==> src/hdl/sarc_pkg.sv <==
package sarc_pkg;

	localparam int          REG_AW        = 8;
	localparam int          REG_DW        = 32;
	localparam logic [7:0]  REG_CTRL      = 8'h00;
	localparam logic [7:0]  REG_IRQ_STAT  = 8'h04;
	localparam logic [7:0]  REG_IRQ_MASK  = 8'h08;
	localparam logic [7:0]  REG_SEQ       = 8'h0C;
	localparam logic [7:0]  REG_TX_CMD    = 8'h10;
	localparam logic [7:0]  REG_RX_CTRL   = 8'h14;

	// Control register layout
	localparam int          CTRL_W        = 6;
	localparam int          CTRL_AUTO     = 0;
	localparam int          CTRL_PEND     = 1;
	localparam int          CTRL_GUARD    = 2;
	localparam int          CTRL_RXEN     = 3;
	localparam int          CTRL_LS_LO    = 4;
	localparam int          CTRL_LS_HI    = 5;
	localparam logic [5:0]  CTRL_RST      = 6'h00;

	// Interrupt status and mask layout
	localparam int          IRQ_W         = 4;
	localparam int          IRQ_TX_ACK    = 0;
	localparam int          IRQ_RX_FRAME  = 1;
	localparam int          IRQ_SEQ_ERR   = 2;
	localparam int          IRQ_CPU_CMD   = 3;
	localparam logic [3:0]  IRQ_RST       = 4'h0;

	// Sequence / state register layout
	localparam int          SEQ_NS_LO     = 0;
	localparam int          SEQ_NR_LO     = 4;
	localparam int          SEQ_MODE      = 8;
	localparam int          SEQ_BUSY      = 9;
	localparam int          SEQ_WAIT      = 10;
	localparam logic [2:0]  SEQ_RST       = 3'h0;

	// Transmit command register layout
	localparam int          TXC_EXT_CTRL  = 16;
	localparam int          TXC_EXT_ADDR  = 17;
	localparam int          TXC_GO        = 31;

	// Basic control field encodings
	localparam int          CF_PF         = 4;
	localparam logic [1:0]  CF_SUPV       = 2'h1;
	localparam logic [1:0]  CF_S_RR       = 2'h0;
	localparam logic [1:0]  CF_S_RNR      = 2'h1;
	localparam logic [2:0]  SEQ_ONE       = 3'h1;

	typedef enum logic [1:0] {
		SARC_LS_DISC,
		SARC_LS_INIT,
		SARC_LS_FRMR,
		SARC_LS_INFO
	} sarc_link_t;

	typedef enum logic {
		SARC_ST_IDLE,
		SARC_ST_TX
	} sarc_state_t;

	typedef struct packed {
		logic [15:0] ctrl;
		logic        ext_ctrl;
		logic        addr_ok;
		logic        crc_ok;
	} sarc_rx_t;

	typedef struct packed {
		logic [15:0] ctrl;
		logic        ext_ctrl;
		logic        ext_addr;
		logic        info;
	} sarc_tx_t;

endpackage : sarc_pkg

==> src/hdl/sarc_ctrl.sv <==
`timescale 1ns/1ps

//////////////////////////////////////////////////////////////////////////////
module sarc_ctrl (
	input  wire logic                  ref_clk_i,
	input  wire logic                  rst_b_i,
	input  wire logic [7:0]            reg_addr_i,
	input  wire logic [31:0]           reg_wdata_i,
	input  wire logic                  reg_wr_i,
	input  wire logic                  reg_rd_i,
	output logic      [31:0]           reg_rdata_o,
	input  wire logic                  rx_valid_i,
	input  wire sarc_pkg::sarc_rx_t    rx_frame_i,
	output logic                       rx_enable_o,
	output logic                       tx_start_o,
	output sarc_pkg::sarc_tx_t         tx_frame_o,
	input  wire logic                  tx_done_i,
	output logic                       irq_o
);

	//////////////////////////////////////////////////////////////////////////
	logic [5:0]             ctrl_q,   ctrl_d;
	logic [3:0]             irq_q,    irq_d;
	logic [3:0]             mask_q,   mask_d;
	logic [2:0]             ns_q,     ns_d;
	logic [2:0]             nr_q,     nr_d;
	logic                   auto_q,   auto_d;
	logic                   wait_q,   wait_d;
	logic [15:0]            rxctl_q,  rxctl_d;
	logic [31:0]            rdata_q,  rdata_d;
	logic                   start_q,  start_d;
	logic                   irqo_q,   irqo_d;
	sarc_pkg::sarc_tx_t     txf_q,    txf_d;
	sarc_pkg::sarc_state_t  st_q,     st_d;
	logic [3:0]             irq_set;
	logic                   rx_good;
	logic                   auto_info;
	logic                   poll;
	logic                   check_nr;
	logic [15:0]            cf;
	sarc_pkg::sarc_link_t   link_st;

	assign link_st   = sarc_pkg::sarc_link_t'(ctrl_q[sarc_pkg::CTRL_LS_HI:sarc_pkg::CTRL_LS_LO]);
	assign rx_good   = rx_valid_i && rx_frame_i.addr_ok && rx_frame_i.crc_ok;
	assign auto_info = auto_q && (link_st == sarc_pkg::SARC_LS_INFO);
	assign cf        = rx_frame_i.ctrl;
	assign poll      = cf[sarc_pkg::CF_PF];

	//////////////////////////////////////////////////////////////////////////
	// Frame handling, sequence counts and response choice
	always_comb begin
		ctrl_d   = ctrl_q;
		ns_d     = ns_q;
		nr_d     = nr_q;
		wait_d   = wait_q;
		rxctl_d  = rxctl_q;
		txf_d    = txf_q;
		start_d  = 1'b0;
		st_d     = st_q;
		auto_d   = auto_q;
		irq_set  = '0;
		check_nr = 1'b0;
		if (reg_wr_i && reg_addr_i == sarc_pkg::REG_CTRL) begin
			ctrl_d = reg_wdata_i[5:0];
		end
		if (reg_wr_i && reg_addr_i == sarc_pkg::REG_SEQ) begin
			ns_d = reg_wdata_i[sarc_pkg::SEQ_NS_LO +: 3];
			nr_d = reg_wdata_i[sarc_pkg::SEQ_NR_LO +: 3];
		end
		if (rx_good) begin
			if (auto_info && !rx_frame_i.ext_ctrl) begin
				if (!cf[0]) begin
					check_nr = 1'b1;
					// A full buffer discards the frame; the answer is RNR only while CTRL_GUARD is set
					if (ctrl_q[sarc_pkg::CTRL_RXEN] && !ctrl_q[sarc_pkg::CTRL_GUARD]) begin
						if (cf[3:1] == nr_q) begin
							nr_d = nr_q + sarc_pkg::SEQ_ONE;
							ctrl_d[sarc_pkg::CTRL_RXEN] = 1'b0;
							irq_set[sarc_pkg::IRQ_RX_FRAME] = 1'b1;
							rxctl_d = cf;
						end else begin
							irq_set[sarc_pkg::IRQ_SEQ_ERR] = 1'b1;
						end
					end
				end else if (cf[1:0] == sarc_pkg::CF_SUPV) begin
					check_nr = 1'b1;
				end else begin
					irq_set[sarc_pkg::IRQ_CPU_CMD] = 1'b1;
					rxctl_d = cf;
				end
				if (check_nr && wait_q) begin
					wait_d = 1'b0;
					if (cf[7:5] == ns_q + sarc_pkg::SEQ_ONE) begin
						ns_d = ns_q + sarc_pkg::SEQ_ONE;
						ctrl_d[sarc_pkg::CTRL_PEND] = 1'b0;
						irq_set[sarc_pkg::IRQ_TX_ACK] = 1'b1;
					end else if (cf[7:5] != ns_q) begin
						irq_set[sarc_pkg::IRQ_SEQ_ERR] = 1'b1;
					end
				end
				// Only a poll opens the line for us; nothing is sent otherwise
				if (check_nr && poll && st_q == sarc_pkg::SARC_ST_IDLE) begin
					start_d = 1'b1;
					txf_d   = '0;
					if (ctrl_d[sarc_pkg::CTRL_PEND] && !wait_d) begin
						// Pending frame goes out here, the first time and again if unacked or rejected
						txf_d.info = 1'b1;
						txf_d.ctrl = {8'h00, nr_d, 1'b1, ns_d, 1'b0};
						wait_d     = 1'b1;
					end else if (ctrl_d[sarc_pkg::CTRL_GUARD]) begin
						txf_d.ctrl = {8'h00, nr_d, 1'b1, sarc_pkg::CF_S_RNR, sarc_pkg::CF_SUPV};
					end else begin
						txf_d.ctrl = {8'h00, nr_d, 1'b1, sarc_pkg::CF_S_RR, sarc_pkg::CF_SUPV};
					end
				end
			end else if (!auto_q) begin
				// No decode here; the processor sees every frame it enabled for
				if (ctrl_q[sarc_pkg::CTRL_RXEN]) begin
					rxctl_d = cf;
					ctrl_d[sarc_pkg::CTRL_RXEN] = 1'b0;
					irq_set[sarc_pkg::IRQ_RX_FRAME] = 1'b1;
				end
			end else begin
				rxctl_d = cf;
				irq_set[sarc_pkg::IRQ_CPU_CMD] = 1'b1;
			end
		end
		if (!auto_q && st_q == sarc_pkg::SARC_ST_IDLE && reg_wr_i
			&& reg_addr_i == sarc_pkg::REG_TX_CMD && reg_wdata_i[sarc_pkg::TXC_GO]) begin
			start_d        = 1'b1;
			txf_d.ctrl     = reg_wdata_i[15:0];
			txf_d.ext_ctrl = reg_wdata_i[sarc_pkg::TXC_EXT_CTRL];
			txf_d.ext_addr = reg_wdata_i[sarc_pkg::TXC_EXT_ADDR];
			txf_d.info     = 1'b0;
		end
		if (st_q == sarc_pkg::SARC_ST_TX && tx_done_i) begin
			st_d = sarc_pkg::SARC_ST_IDLE;
		end
		if (start_d) begin
			st_d = sarc_pkg::SARC_ST_TX;
		end
		if (st_q == sarc_pkg::SARC_ST_IDLE && !rx_valid_i && !start_d) begin
			auto_d = ctrl_q[sarc_pkg::CTRL_AUTO];
		end
	end

	always_ff @(posedge ref_clk_i or negedge rst_b_i) begin
		if (!rst_b_i) begin
			ctrl_q  <= sarc_pkg::CTRL_RST;
			ns_q    <= sarc_pkg::SEQ_RST;
			nr_q    <= sarc_pkg::SEQ_RST;
			wait_q  <= 1'b0;
			rxctl_q <= 16'h0000;
			txf_q   <= '0;
			start_q <= 1'b0;
			st_q    <= sarc_pkg::SARC_ST_IDLE;
			auto_q  <= 1'b0;
		end else begin
			ctrl_q  <= ctrl_d;
			ns_q    <= ns_d;
			nr_q    <= nr_d;
			wait_q  <= wait_d;
			rxctl_q <= rxctl_d;
			txf_q   <= txf_d;
			start_q <= start_d;
			st_q    <= st_d;
			auto_q  <= auto_d;
		end
	end

	//////////////////////////////////////////////////////////////////////////
	// Register reads and interrupt; a new event beats a clearing read
	always_comb begin
		irq_d  = irq_q;
		mask_d = mask_q;
		if (reg_rd_i && reg_addr_i == sarc_pkg::REG_IRQ_STAT) begin
			irq_d = '0;
		end
		irq_d = irq_d | irq_set;
		if (reg_wr_i && reg_addr_i == sarc_pkg::REG_IRQ_MASK) begin
			mask_d = reg_wdata_i[3:0];
		end
		irqo_d  = |(irq_d & mask_d);
		rdata_d = 32'h0000_0000;
		if (reg_rd_i) begin
			case (reg_addr_i)
				sarc_pkg::REG_CTRL:     rdata_d = {26'h0, ctrl_q};
				sarc_pkg::REG_IRQ_STAT: rdata_d = {28'h0, irq_q};
				sarc_pkg::REG_IRQ_MASK: rdata_d = {28'h0, mask_q};
				sarc_pkg::REG_SEQ:      rdata_d = {21'h0, wait_q, st_q == sarc_pkg::SARC_ST_TX,
				                                   auto_q, 1'b0, nr_q, 1'b0, ns_q};
				sarc_pkg::REG_RX_CTRL:  rdata_d = {16'h0, rxctl_q};
				default:                rdata_d = 32'h0000_0000;
			endcase
		end
	end

	always_ff @(posedge ref_clk_i or negedge rst_b_i) begin
		if (!rst_b_i) begin
			irq_q   <= sarc_pkg::IRQ_RST;
			mask_q  <= sarc_pkg::IRQ_RST;
			irqo_q  <= 1'b0;
			rdata_q <= 32'h0000_0000;
		end else begin
			irq_q   <= irq_d;
			mask_q  <= mask_d;
			irqo_q  <= irqo_d;
			rdata_q <= rdata_d;
		end
	end

	assign reg_rdata_o = rdata_q;
	assign rx_enable_o = ctrl_q[sarc_pkg::CTRL_RXEN];
	assign tx_start_o  = start_q;
	assign tx_frame_o  = txf_q;
	assign irq_o       = irqo_q;

	//////////////////////////////////////////////////////////////////////////
	AST_RR_ANSWER: assert property (@(posedge ref_clk_i) disable iff (!rst_b_i)
		(auto_info && rx_good && !rx_frame_i.ext_ctrl && cf[1:0] == sarc_pkg::CF_SUPV && poll
		 && !wait_q && !ctrl_q[sarc_pkg::CTRL_PEND] && !ctrl_q[sarc_pkg::CTRL_GUARD]
		 && !reg_wr_i && st_q == sarc_pkg::SARC_ST_IDLE)
		|=> tx_start_o && tx_frame_o.ctrl[3:0] == 4'h1 && !tx_frame_o.info)
		else $error("RR not answered to poll");
	AST_RNR_ANSWER: assert property (@(posedge ref_clk_i) disable iff (!rst_b_i)
		(auto_info && rx_good && !rx_frame_i.ext_ctrl && cf[1:0] == sarc_pkg::CF_SUPV && poll
		 && !wait_q && !ctrl_q[sarc_pkg::CTRL_PEND] && ctrl_q[sarc_pkg::CTRL_GUARD]
		 && !reg_wr_i && st_q == sarc_pkg::SARC_ST_IDLE)
		|=> tx_start_o && tx_frame_o.ctrl[3:0] == 4'h5)
		else $error("RNR not answered to poll");
	AST_POLLED_ONLY: assert property (@(posedge ref_clk_i) disable iff (!rst_b_i)
		tx_start_o && $past(auto_q) |-> $past(rx_good) && $past(poll))
		else $error("Auto mode sent without a poll");
	AST_QUIET_POLL: assert property (@(posedge ref_clk_i) disable iff (!rst_b_i)
		(auto_info && rx_good && !rx_frame_i.ext_ctrl && cf[1:0] == sarc_pkg::CF_SUPV
		 && !wait_q && !reg_rd_i) |=> $stable(irq_q))
		else $error("Routine poll raised an interrupt");
	AST_FLEX_SILENT: assert property (@(posedge ref_clk_i) disable iff (!rst_b_i)
		(!auto_q && rx_good && !reg_wr_i) |=> !tx_start_o
		##1 (!tx_start_o || $past(reg_wr_i && reg_addr_i == sarc_pkg::REG_TX_CMD)))
		else $error("Software mode answered a frame");
	AST_RX_ACCEPT: assert property (@(posedge ref_clk_i) disable iff (!rst_b_i)
		(auto_info && rx_good && !rx_frame_i.ext_ctrl && !cf[0] && cf[3:1] == nr_q
		 && ctrl_q[sarc_pkg::CTRL_RXEN] && !ctrl_q[sarc_pkg::CTRL_GUARD] && !reg_wr_i)
		|=> nr_q == $past(nr_q) + 3'h1 && !rx_enable_o && irq_q[sarc_pkg::IRQ_RX_FRAME])
		else $error("Good I frame not taken");
	AST_ACK: assert property (@(posedge ref_clk_i) disable iff (!rst_b_i)
		(auto_info && rx_good && !rx_frame_i.ext_ctrl && cf[1:0] == sarc_pkg::CF_SUPV
		 && wait_q && cf[7:5] == ns_q + 3'h1 && !reg_wr_i)
		|=> ns_q == $past(ns_q) + 3'h1 && !ctrl_q[sarc_pkg::CTRL_PEND] && !wait_q)
		else $error("Positive ack not applied");
	AST_MODE_HOLD: assert property (@(posedge ref_clk_i) disable iff (!rst_b_i)
		(st_q == sarc_pkg::SARC_ST_TX) |=> $stable(auto_q))
		else $error("Mode changed inside a frame");
	AST_NONINFO: assert property (@(posedge ref_clk_i) disable iff (!rst_b_i)
		(auto_q && link_st != sarc_pkg::SARC_LS_INFO && rx_good)
		|=> irq_q[sarc_pkg::IRQ_CPU_CMD] && !tx_start_o)
		else $error("Non-info state frame not handed over");
	// An I frame only leaves while the link is in information transfer
	AST_INFO_ONLY: assert property (@(posedge ref_clk_i) disable iff (!rst_b_i)
		(tx_start_o && tx_frame_o.info) |-> $past(auto_info))
		else $error("Information frame outside information transfer");
	AST_I_ANSWER: assert property (@(posedge ref_clk_i) disable iff (!rst_b_i)
		(auto_info && rx_good && !rx_frame_i.ext_ctrl && cf[1:0] == sarc_pkg::CF_SUPV && poll
		 && !wait_q && ctrl_q[sarc_pkg::CTRL_PEND] && !reg_wr_i
		 && st_q == sarc_pkg::SARC_ST_IDLE)
		|=> tx_start_o && tx_frame_o.info && !tx_frame_o.ctrl[0] && wait_q)
		else $error("I frame not sent to poll with a frame pending");
	AST_SOFT_TX: assert property (@(posedge ref_clk_i) disable iff (!rst_b_i)
		(!auto_q && st_q == sarc_pkg::SARC_ST_IDLE && reg_wr_i
		 && reg_addr_i == sarc_pkg::REG_TX_CMD && reg_wdata_i[sarc_pkg::TXC_GO])
		|=> tx_start_o && tx_frame_o.ctrl == $past(reg_wdata_i[15:0]) && !tx_frame_o.info)
		else $error("Software mode did not start an unpolled frame");
	AST_SOFT_EXT: assert property (@(posedge ref_clk_i) disable iff (!rst_b_i)
		(!auto_q && st_q == sarc_pkg::SARC_ST_IDLE && reg_wr_i
		 && reg_addr_i == sarc_pkg::REG_TX_CMD && reg_wdata_i[sarc_pkg::TXC_GO])
		|=> tx_frame_o.ext_ctrl == $past(reg_wdata_i[sarc_pkg::TXC_EXT_CTRL])
		 && tx_frame_o.ext_addr == $past(reg_wdata_i[sarc_pkg::TXC_EXT_ADDR]))
		else $error("Extended field flags not carried to the frame");
	AST_SOFT_KEEP_SEQ: assert property (@(posedge ref_clk_i) disable iff (!rst_b_i)
		(!auto_q && rx_good && !reg_wr_i) |=> $stable(ns_q) && $stable(nr_q) && $stable(wait_q))
		else $error("Software mode touched the sequence counts");
	AST_SOFT_HANDOVER: assert property (@(posedge ref_clk_i) disable iff (!rst_b_i)
		(!auto_q && rx_good && ctrl_q[sarc_pkg::CTRL_RXEN] && !reg_wr_i)
		|=> !rx_enable_o && irq_q[sarc_pkg::IRQ_RX_FRAME] && rxctl_q == $past(cf))
		else $error("Software mode frame not handed to the processor");
	AST_BUSY_QUIET: assert property (@(posedge ref_clk_i) disable iff (!rst_b_i)
		(st_q == sarc_pkg::SARC_ST_TX) |=> !tx_start_o)
		else $error("New frame started while one is still going out");

endmodule : sarc_ctrl

==> config.mk <==
export PLATFORM = sky130hd
export DESIGN_NAME = sarc_ctrl
export DESIGN_NICKNAME = d
export VERILOG_FILES = /design/src/hdl/sarc_pkg.sv /design/src/hdl/sarc_ctrl.sv
export SDC_FILE = /design/constraint.sdc
export NUM_CORES = 1
export LEC_CHECK = 0
export BUFFER_PORTS_ARGS = -buffer_cell sky130_fd_sc_hd__buf_2
export CORE_UTILIZATION = 23
export DETAILED_ROUTE_END_ITERATION = 12
export GPL_TIMING_DRIVEN = 0
export REMOVE_ABC_BUFFERS = 1
export SYNTH_ARGS = -nofsm -noshare
export SYNTH_HDL_FRONTEND = slang
export SYNTH_SLANG_ARGS = --single-unit
==> constraint.sdc <==
create_clock -name ref_clk_i -period 3.07 [get_ports ref_clk_i]
set_input_delay 0.7675 -clock ref_clk_i [delete_from_list [all_inputs] [get_ports ref_clk_i]]
set_output_delay 0.7675 -clock ref_clk_i [all_outputs]
set_load 0.03 [all_outputs]
# After elaboration in Yosys (flattened, before gate mapping)
# Index checks and enable logic that the tools add are counted.
dict set report totals {
  mem_bits_rw 0
  n_memories 0
  output_inout_bits 54
  word_cells 148
  rom_bits 0
  input_bits 65
  latch_bits 0
  regBits 92
}
dict set report op_classes {
  eq_ne 13
  n_mul 0
  bitwise_logic 3
  mux 77
  n_shift 0
  order_cmp 0
  addsub 2
  div 0
  n_reduce_logical 36
}
# cell count
set ops {}
lappend ops {{$mux W16} 8}
lappend ops {{$pmux W16 S5} 1}
lappend ops {{$mux W19} 4}
lappend ops {{$mux W1} 45}
lappend ops {{$mux W3} 12}
lappend ops {{$logic_and A1 B1 Y1} 20}
lappend ops {{$mux W4} 5}
lappend ops {{$eq A8 B4 Y1 const B} 2}
lappend ops {{$eq A8 B5 Y1 const B} 2}
lappend ops {{$eq A8 B3 Y1 const B} 1}
lappend ops {{$logic_not A8 Y1} 1}
lappend ops {{$reduce_bool A2 Y1} 4}
lappend ops {{$add A3 B1 Y3 const B} 2}
lappend ops {{$eq A3 B3 Y1} 2}
lappend ops {{$logic_not A1 Y1} 6}
lappend ops {{$ne A3 B2 Y1 const B} 2}
lappend ops {{$reduce_and A5 Y1} 1}
lappend ops {{$and A4 B4 Y4} 1}
lappend ops {{$mux W2} 2}
lappend ops {{$or A4 B4 Y4} 1}
lappend ops {{$reduce_or A4 Y1} 1}
lappend ops {{$ne A3 B3 Y1} 1}
lappend ops {{$ne A3 B3 Y1 const B} 1}
lappend ops {{$reduce_and A3 Y1} 1}
lappend ops {{5 further kinds} 5}

# Depth between registers and ports, before layout
# Gate-level depths: netlist of run 1.
dict set report depth {
  depth_word 16
  ltp_mapped 8
}

# Least setup slack after synthesis of run 1
# OpenSTA, ideal clock, no wires.
dict set report synth_timing {
  path_type {in2reg}
  start {in reg_wr_i}
  end {reg auto_q}
  path_slack_ps 360
  arrival_ps 2582
  cell_stages 8
  cell_sequence {buf_4 > or4b_1 > or4_4 > and2_4 > buf_6 > inv_6 > or3_1 > mux2_1}
}
dict set report synth_via {
  elab_chain_cells 6
}
# item line_no
set synth_lines {}
lappend synth_lines {{start, declared} sarc_ctrl.sv:9} ;# input wire logic reg_wr_i,
lappend synth_lines {{$logic_and A1 B1 Y1} sarc_ctrl.sv:128} ;# if (!auto_q && st_q == sarc_pkg::SARC_ST_IDLE && reg_wr_i
lappend synth_lines {{$logic_and A1 B1 Y1 (2 in series)} sarc_ctrl.sv:129} ;# && reg_addr_i == sarc_pkg::REG_TX_CMD && reg_wdata_i[sarc_pkg::TXC_GO]) begin
lappend synth_lines {{$mux W1} sarc_ctrl.sv:128}
lappend synth_lines {{$logic_not A1 Y1} sarc_ctrl.sv:142} ;# if (st_q == sarc_pkg::SARC_ST_IDLE && !rx_valid_i && !start_d) begin
lappend synth_lines {{$logic_and A1 B1 Y1} sarc_ctrl.sv:142}
lappend synth_lines {{end signal, assigned} sarc_ctrl.sv:167} ;# auto_q <= auto_d;
lappend synth_lines {{end, declared} sarc_ctrl.sv:27} ;# logic auto_q, auto_d;
# No other way between the ends.
# A chain may end at the register's enable or synchronous reset.

# Worst setup path after layout of run 1
dict set report layout_timing {
  start {in reg_addr_i[7]}
  end {reg rdata_q[5] (netlist: reg_rdata_o[5])}
}
dict set report layout_via {
  elab_chain_cells 3
  word_cells_on_any_way 7
}
# item line_no
set layout_lines {}
lappend layout_lines {{start, declared} sarc_ctrl.sv:7} ;# input wire logic [7:0] reg_addr_i,
lappend layout_lines {{$eq A8 B5 Y1 (tied with other cells)} sarc_ctrl.sv:186} ;# case (reg_addr_i)
lappend layout_lines {{$pmux W16 S5 *} sarc_ctrl.sv:186}
lappend layout_lines {{$mux W16 *} sarc_ctrl.sv:185} ;# if (reg_rd_i) begin
lappend layout_lines {{net rdata_d[5]} sarc_ctrl.sv:30} ;# logic [31:0] rdata_q, rdata_d;
lappend layout_lines {{end signal, assigned} sarc_ctrl.sv:208} ;# rdata_q <= rdata_d;
lappend layout_lines {{end, declared} sarc_ctrl.sv:30}
# Mark *: on every way through the listed nets, which the timed path passes. The rest lies on a longest branch.

==> results.json, run 1 <==
{
  "status": "finished, final reports clean",
  "synth_top_cell_by_area": "dfrtp_1",
  "avgSynthCellArea_um2": 11.5,
  "die_area_um2": 16900,
  "power_leakage_nw": 2.35,
  "dr.pass1.iters": 4,
  "drcViolationCount": 0,
  "synth_top_area_share_pct": 50.5,
  "drt_wl_total_mm": 10.7,
  "fmax_ghz": 0.352,
  "synth-async-reset-ratio_pct": 100,
  "synthTopCellsByArea": "dfrtp_1, mux2_2, buf_4",
  "grt_max_degree": 49,
  "grt_first_pass_wirelength_mm": 16.9,
  "syn2layout_area_growth_pct": 24.8,
  "syn_area_um2": 3760,
  "slowest_delay_ps": 640,
  "critPathSlowestCell": "nor4_2",
  "synth_cell_types": 66,
  "clockBufferDepth": 2,
  "ios": 119,
  "power_density_nw_per_um2": 501,
  "dp_hpwl_mm": 8.04,
  "critPathMaxFanout": 17,
  "setup_ws_ps": 233,
  "startpoint_type": "input port",
  "cts_tree": "built",
  "die_w_um": 130,
  "rsz0062_at_grt": "no",
  "dp_slack_ps": -783,
  "period_needed_ps": 2840,
  "antenna_found_initial": 1,
  "required_ps": 3310,
  "worst_hold_slack_ps": 367,
  "ys_seq_area_share_pct": 50.5,
  "layout_worst_path_cycle_share_pct": 92.4,
  "syn_inst": 327,
  "gp_congestion": 0.862,
  "ys.flop_type": "dfrtp_1",
  "path_buf_inv": 1,
  "worst_setup_path_end_kind": "flip-flop",
  "clk_pin_slew_ps": 60,
  "peakVddDrop_mv": 0.180,
  "insertion_delay_ps": 340,
  "nNetsFinal": 481,
  "hold_violations": 0,
  "via_count": 3008,
  "yosys_register_bits": 76,
  "tightestPinTransition_ps": 870,
  "rows": 46,
  "cap_violations": 0,
  "synth-edff-count": 0,
  "worstSetupPathType": "in2reg",
  "setup_viol": 0,
  "drive_gt1_share_pct": 35.8,
  "core-area_um2": 15900,
  "drt_iter0_markers": 169,
  "power_mw": 2.35,
  "arrival_ps": 3070,
  "cts-htree-levels": 3,
  "clock-sinks": 76,
  "drv_slew": 0,
  "start_util_pct": 23.6,
  "ys_warn_count": 0,
  "hp-class": "in2async",
  "holdBufCountCts": 0,
  "postRouteAntennaNets": 0,
  "slew_headroom_pct": 42.0,
  "cts_inserted_buffers": 9,
  "wl_per_cell_um": 16.9,
  "io_buffers": 89,
  "viasPerCell": 4.73,
  "skew_ps": 7.50,
  "die_h_um": 130,
  "cts_root_buf": "clkbuf_16",
  "grt_usage_pct": 13.4,
  "overflow": 0,
  "path_cells": "buf_2 -> nor4_2 -> nand3_1 -> nor3_4 -> o21ai_0 -> a21oi_1",
  "grt_pass1_vias": 3076,
  "path_delay_family": "simple AND/OR/NAND/NOR gates"
}
-- worst register-to-register path: stages, from the launching register on --
cell      delay, ps
dfrtp_1         490
and4b_2         330
a311oi_1        430
o31a_1          790
mux2_2          430
-- layout by cell type, fill, tap and decap left out, types with 2 or more instances in the layout --
cell         n
a21o_1       3
a21oi_1      8
a22o_1      10
a22oi_1     13
a311oi_1     2
a31oi_1      4
a32oi_1      2
and3_1       7
buf_2       88
buf_4        2
clkbuf_16    9
clkinvlp_4   3
conb_1      16
dfrtp_1     76
ha_1         2
inv_1       14
inv_6        2
mux2_2      21
mux2i_1     11
mux4_2       3
nand2_1     17
nand2b_1     2
nand3_1      8
nand3b_1     2
nand4_1      4
nor2_1      11
nor2b_1      5
nor3b_1      4
nor4_2       3
o211ai_1     4
o21a_1       3
o21ai_0     13
o22a_2       2
or3_1        2
or4_1        3
or4_4        2
xnor2_1      6
-- cell families (layout without fill, tap and decap cells) --
group	Yosys count	count (layout)	synth area share, %
buffers and inverters	45	122	6.88
multiplexers	37	37	11.7
XOR/XNOR	8	8	2.26
AO/OA/AOI/OAI	76	76	14.9
AND/OR/NAND/NOR	82	82	12.9
other	1	17	0.0997
flip-flops	76	76	50.5
adder cells (fa/ha/maj)	2	2	0.665
-- layout make-up --
| type | count | area (um^2) |
|---|---|---|
| antenna | 1 | 2.50 |
| clock buffer | 9 | 225 |
| clock inverter | 7 | 75.1 |
| fill | 1655 | 11200 |
| inverter | 15 | 61.3 |
| multi-input combinational | 221 | 1680 |
| sequential | 76 | 1900 |
| tap | 216 | 270 |
| timing repair buffer | 91 | 483 |
-- metal layers --
metal | track usage, % | routed length, um | vias up
li1 | - | - | 1363
met1 | 15.8 | 4540 | 1493
met2 | 21.9 | 5200 | 124
met3 | 3.69 | 642 | 28
met4 | 7.66 | 365 | 0
met5 | 0 | 0 | -
-- synthesized netlist by cell type, drive strengths merged (5+ instances only) --
| cell type | instances |
|---|---|
| or4 | 5 |
| a22oi | 13 |
| inv | 15 |
| nor2 | 11 |
| o21ai | 13 |
| mux2 | 23 |
| mux2i | 11 |
| a22o | 11 |
| xnor2 | 6 |
| nor2b | 5 |
| nand2 | 17 |
| and3 | 7 |
| nand3 | 9 |
| dfrtp | 76 |
| a21oi | 8 |
| clkbuf | 7 |
| buf | 23 |
-- where the power goes --
group          leakage (nW)  switching (mW)  internal (mW)
clock network         0.138           0.420          0.631
logic                  1.17           0.154         0.0910
registers              1.04          0.0262           1.03
-- through the flow --
stage | setup TNS (ps) | utilization [%] | std cells | cell area, um^2
2_1_floorplan | 0 | - | 312 | 3620
3_3_place_gp | -16010 | 27.2 | 617 | 4340
3_5_place_dp | -7230 | 27.5 | 619 | 4380
4_1_cts | 0 | 29.4 | 635 | 4690
5_1_grt | 0 | 29.4 | 635 | 4690
6_report | 0 | 29.5 | 636 | 4700
-- final timing paths --
check	from	end	slack [ps]	cells past startpoint
min	rst_b_i	auto_q	370	1
min reg2reg	tx_frame_o[0]	tx_frame_o[0]	480	2
max	reg_addr_i[7]	reg_rdata_o[5]	230	6
min in group ref_clk_i	tx_frame_o[0]	tx_frame_o[0]	480	2
max reg2reg	auto_q	rxctl_q[14]	480	4
max in group asynchronous	rst_b_i	rxctl_q[5]	2140	2
-- state kept, by name (all words and copies together), names as in the netlist --
register	cells
st_q	1
ctrl_q	6
tx_frame_o	19
mask_q	4
ns_q	3
reg_rdata_o	16
nr_q	3
irq_o	1
tx_start_o	1
rxctl_q	16
irq_q	4
auto_q	1
wait_q	1
-- timing repair --
action | 4_1_cts | 5_1_grt
resized for setup | 2 | 0
endpoints found under the setup margin | 9 | 0
setup buffers | 0 | 0
(Power assumes the default switching activity.)
==> run 2, diff against run 1 <==
--- a/config.mk
+++ b/config.mk
@@ -7,6 +7,7 @@
 export LEC_CHECK = 0
 export BUFFER_PORTS_ARGS = -buffer_cell sky130_fd_sc_hd__buf_2
 export CORE_UTILIZATION = 23
+export CTS_BUF_LIST = sky130_fd_sc_hd__clkbuf_8
 export DETAILED_ROUTE_END_ITERATION = 12
 export GPL_TIMING_DRIVEN = 0
 export REMOVE_ABC_BUFFERS = 1
==> run 2 against run 1 <==
  * First-iteration DRC count up 17%
  * Count of clock-buffer cells in the layout unchanged
  * Worst setup slack better by 6.2 ps
  * Die area unchanged
  * Final area down 2.2%
  * Largest cell class unchanged
  * Largest power group unchanged
==> results.json, run 2 (synthesis results as in run 1) <==
{
  "layout_commonest_cell": "buf_2",
  "grt_pass1_vias": 3037,
  "p_int_mw": 1.50,
  "fillCellCount": 1670,
  "holdBufCountCts": 0,
  "grt_first_pass_wirelength_mm": 16.9,
  "drcViolationCount": 0,
  "rsz0062_at_grt": "no",
  "start_util_pct": 23.6,
  "cap_violations": 0,
  "final_cell_mix": "buf_2, dfrtp_1, mux2_2, nand2_1, conb_1",
  "tightestPinTransition_ps": 860,
  "worst_hold_slack_ps": 343,
  "dr.pass1.iters": 4,
  "die_h_um": 130,
  "wl_per_cell_um": 16.9,
  "critPathMaxFanout": 17,
  "cts_inserted_buffers": 9,
  "startpoint_type": "input port",
  "clock-sinks": 76,
  "combPwrFrac_pct": 11.9,
  "status": "finished, final reports clean",
  "required_ps": 3320,
  "cts_tree": "built",
  "dp_slack_ps": -783,
  "via_count": 2994,
  "path_delay_family": "simple AND/OR/NAND/NOR gates",
  "grt_usage_pct": 13.4,
  "viasPerCell": 4.71,
  "cts_root_buf": "clkbuf_8",
  "critPathSlowestCell": "nor4_2",
  "layout_worst_path_cycle_share_pct": 92.2,
  "io_buffers": 89,
  "nNetsFinal": 481,
  "rows": 46,
  "multi_input_area_um2": 1680,
  "drv_slew": 0,
  "drt_wl_total_mm": 10.8,
  "path_buf_inv": 1,
  "path_cells": "buf_2 -> nor4_2 -> nand3_1 -> nor3_4 -> o21ai_0 -> a21oi_1",
  "arrival_ps": 3080,
  "setup_viol": 0,
  "regArea_um2": 1900,
  "period_needed_ps": 2830,
  "drive_gt1_share_pct": 35.8,
  "slowest_delay_ps": 640,
  "p_switching_mw": 0.566,
  "dp_hpwl_mm": 8.04,
  "overflow": 0,
  "gp_congestion": 0.862,
  "slew_headroom_pct": 42.7,
  "ios": 119,
  "hold_violations": 0,
  "setup_ws_ps": 239,
  "design_area_um2": 4590,
  "seq_power_share_pct": 51.1,
  "cts-htree-levels": 3,
  "skew_ps": 11.6,
  "fmax_ghz": 0.353,
  "core-area_um2": 15900,
  "placed_cell_area_um2": 4380,
  "largest_reg_flops": 19,
  "die_area_um2": 16900,
  "hp-class": "in2async",
  "antenna_found_initial": 1,
  "insertion_delay_ps": 360,
  "peakVddDrop_mv": 0.141,
  "worstSetupPathType": "in2reg",
  "worst_setup_path_end_kind": "flip-flop",
  "power_leakage_nw": 2.30,
  "clk_pin_slew_ps": 90,
  "syn2layout_area_growth_pct": 22.1,
  "clock_power_share_pct": 37.0,
  "clockBufferDepth": 2,
  "postRouteAntennaNets": 0,
  "grt_max_degree": 49,
  "die_w_um": 130,
  "drt_iter0_markers": 198,
  "switching_share_pct": 27.4,
  "power_density_nw_per_um2": 449
}
[run 2: cell counts in the layout (fill, tap and decap cells not counted)]
Identical to the previous run, type by type.
[run 2: final cells by class]
type | instances | area share [%]
Timing Repair Buffer | 91 | 10.5
Inverter | 15 | 1.33
Sequential cell | 76 | 41.4
Tap cell | 216 | 5.88
Clock buffer | 9 | 2.70
Multi-Input combinational cell | 221 | 36.5
Antenna cell | 1 | 0.0545
Clock inverter | 7 | 1.63
[run 2: layer usage]
layer | vias up | wire length [um] | global-route usage [%]
met3 | 20 | 628 | 3.32
li1 | 1360 | - | -
met1 | 1499 | 4530 | 16.1
met5 | - | 0 | 0
met4 | 0 | 307 | 7.32
met2 | 115 | 5280 | 22.0
[run 2: worst paths after layout]
| path | startpoint | to | slack, ps | cells after the start |
|---|---|---|---|---|
| max | reg_addr_i[7] | reg_rdata_o[5] | 240 | 6 |
| min | rst_b_i | tx_frame_o[12] | 340 | 1 |
| max reg2reg | auto_q | rxctl_q[14] | 480 | 4 |
| min reg2reg | tx_frame_o[0] | tx_frame_o[0] | 490 | 2 |
| max in group asynchronous | rst_b_i | rxctl_q[5] | 2160 | 2 |
| min in group ref_clk_i | tx_frame_o[0] | tx_frame_o[0] | 490 | 2 |
[run 2: through the flow]
stage          instances  power [mW]  util [%]  setup TNS [ps]
2_1_floorplan        312        1.20         -               0
3_3_place_gp         617        1.31      27.2          -16010
3_5_place_dp         619        1.32      27.5           -7230
4_1_cts              635        2.09      28.8               0
5_1_grt              635        2.16      28.8               0
6_report             636        2.06      28.8               0
[run 2: power groups by stage]
| stage | Clock [mW] | Combinational (mW) | Sequential, mW |
|---|---|---|---|
| after CTS | 0.793 | 0.246 | 1.05 |
| final | 0.763 | 0.246 | 1.06 |
| after detailed placement | 0 | 0.244 | 1.07 |
| after floorplan | 0 | 0.114 | 1.08 |
| after global placement | 0 | 0.234 | 1.07 |
| after global routing | 0.835 | 0.268 | 1.06 |
[run 2: what timing repair did]
item | 4_1_cts | 5_1_grt
setup buffers | 0 | 0
gates resized for setup | 2 | 0
setup endpoints to repair | 7 | 0
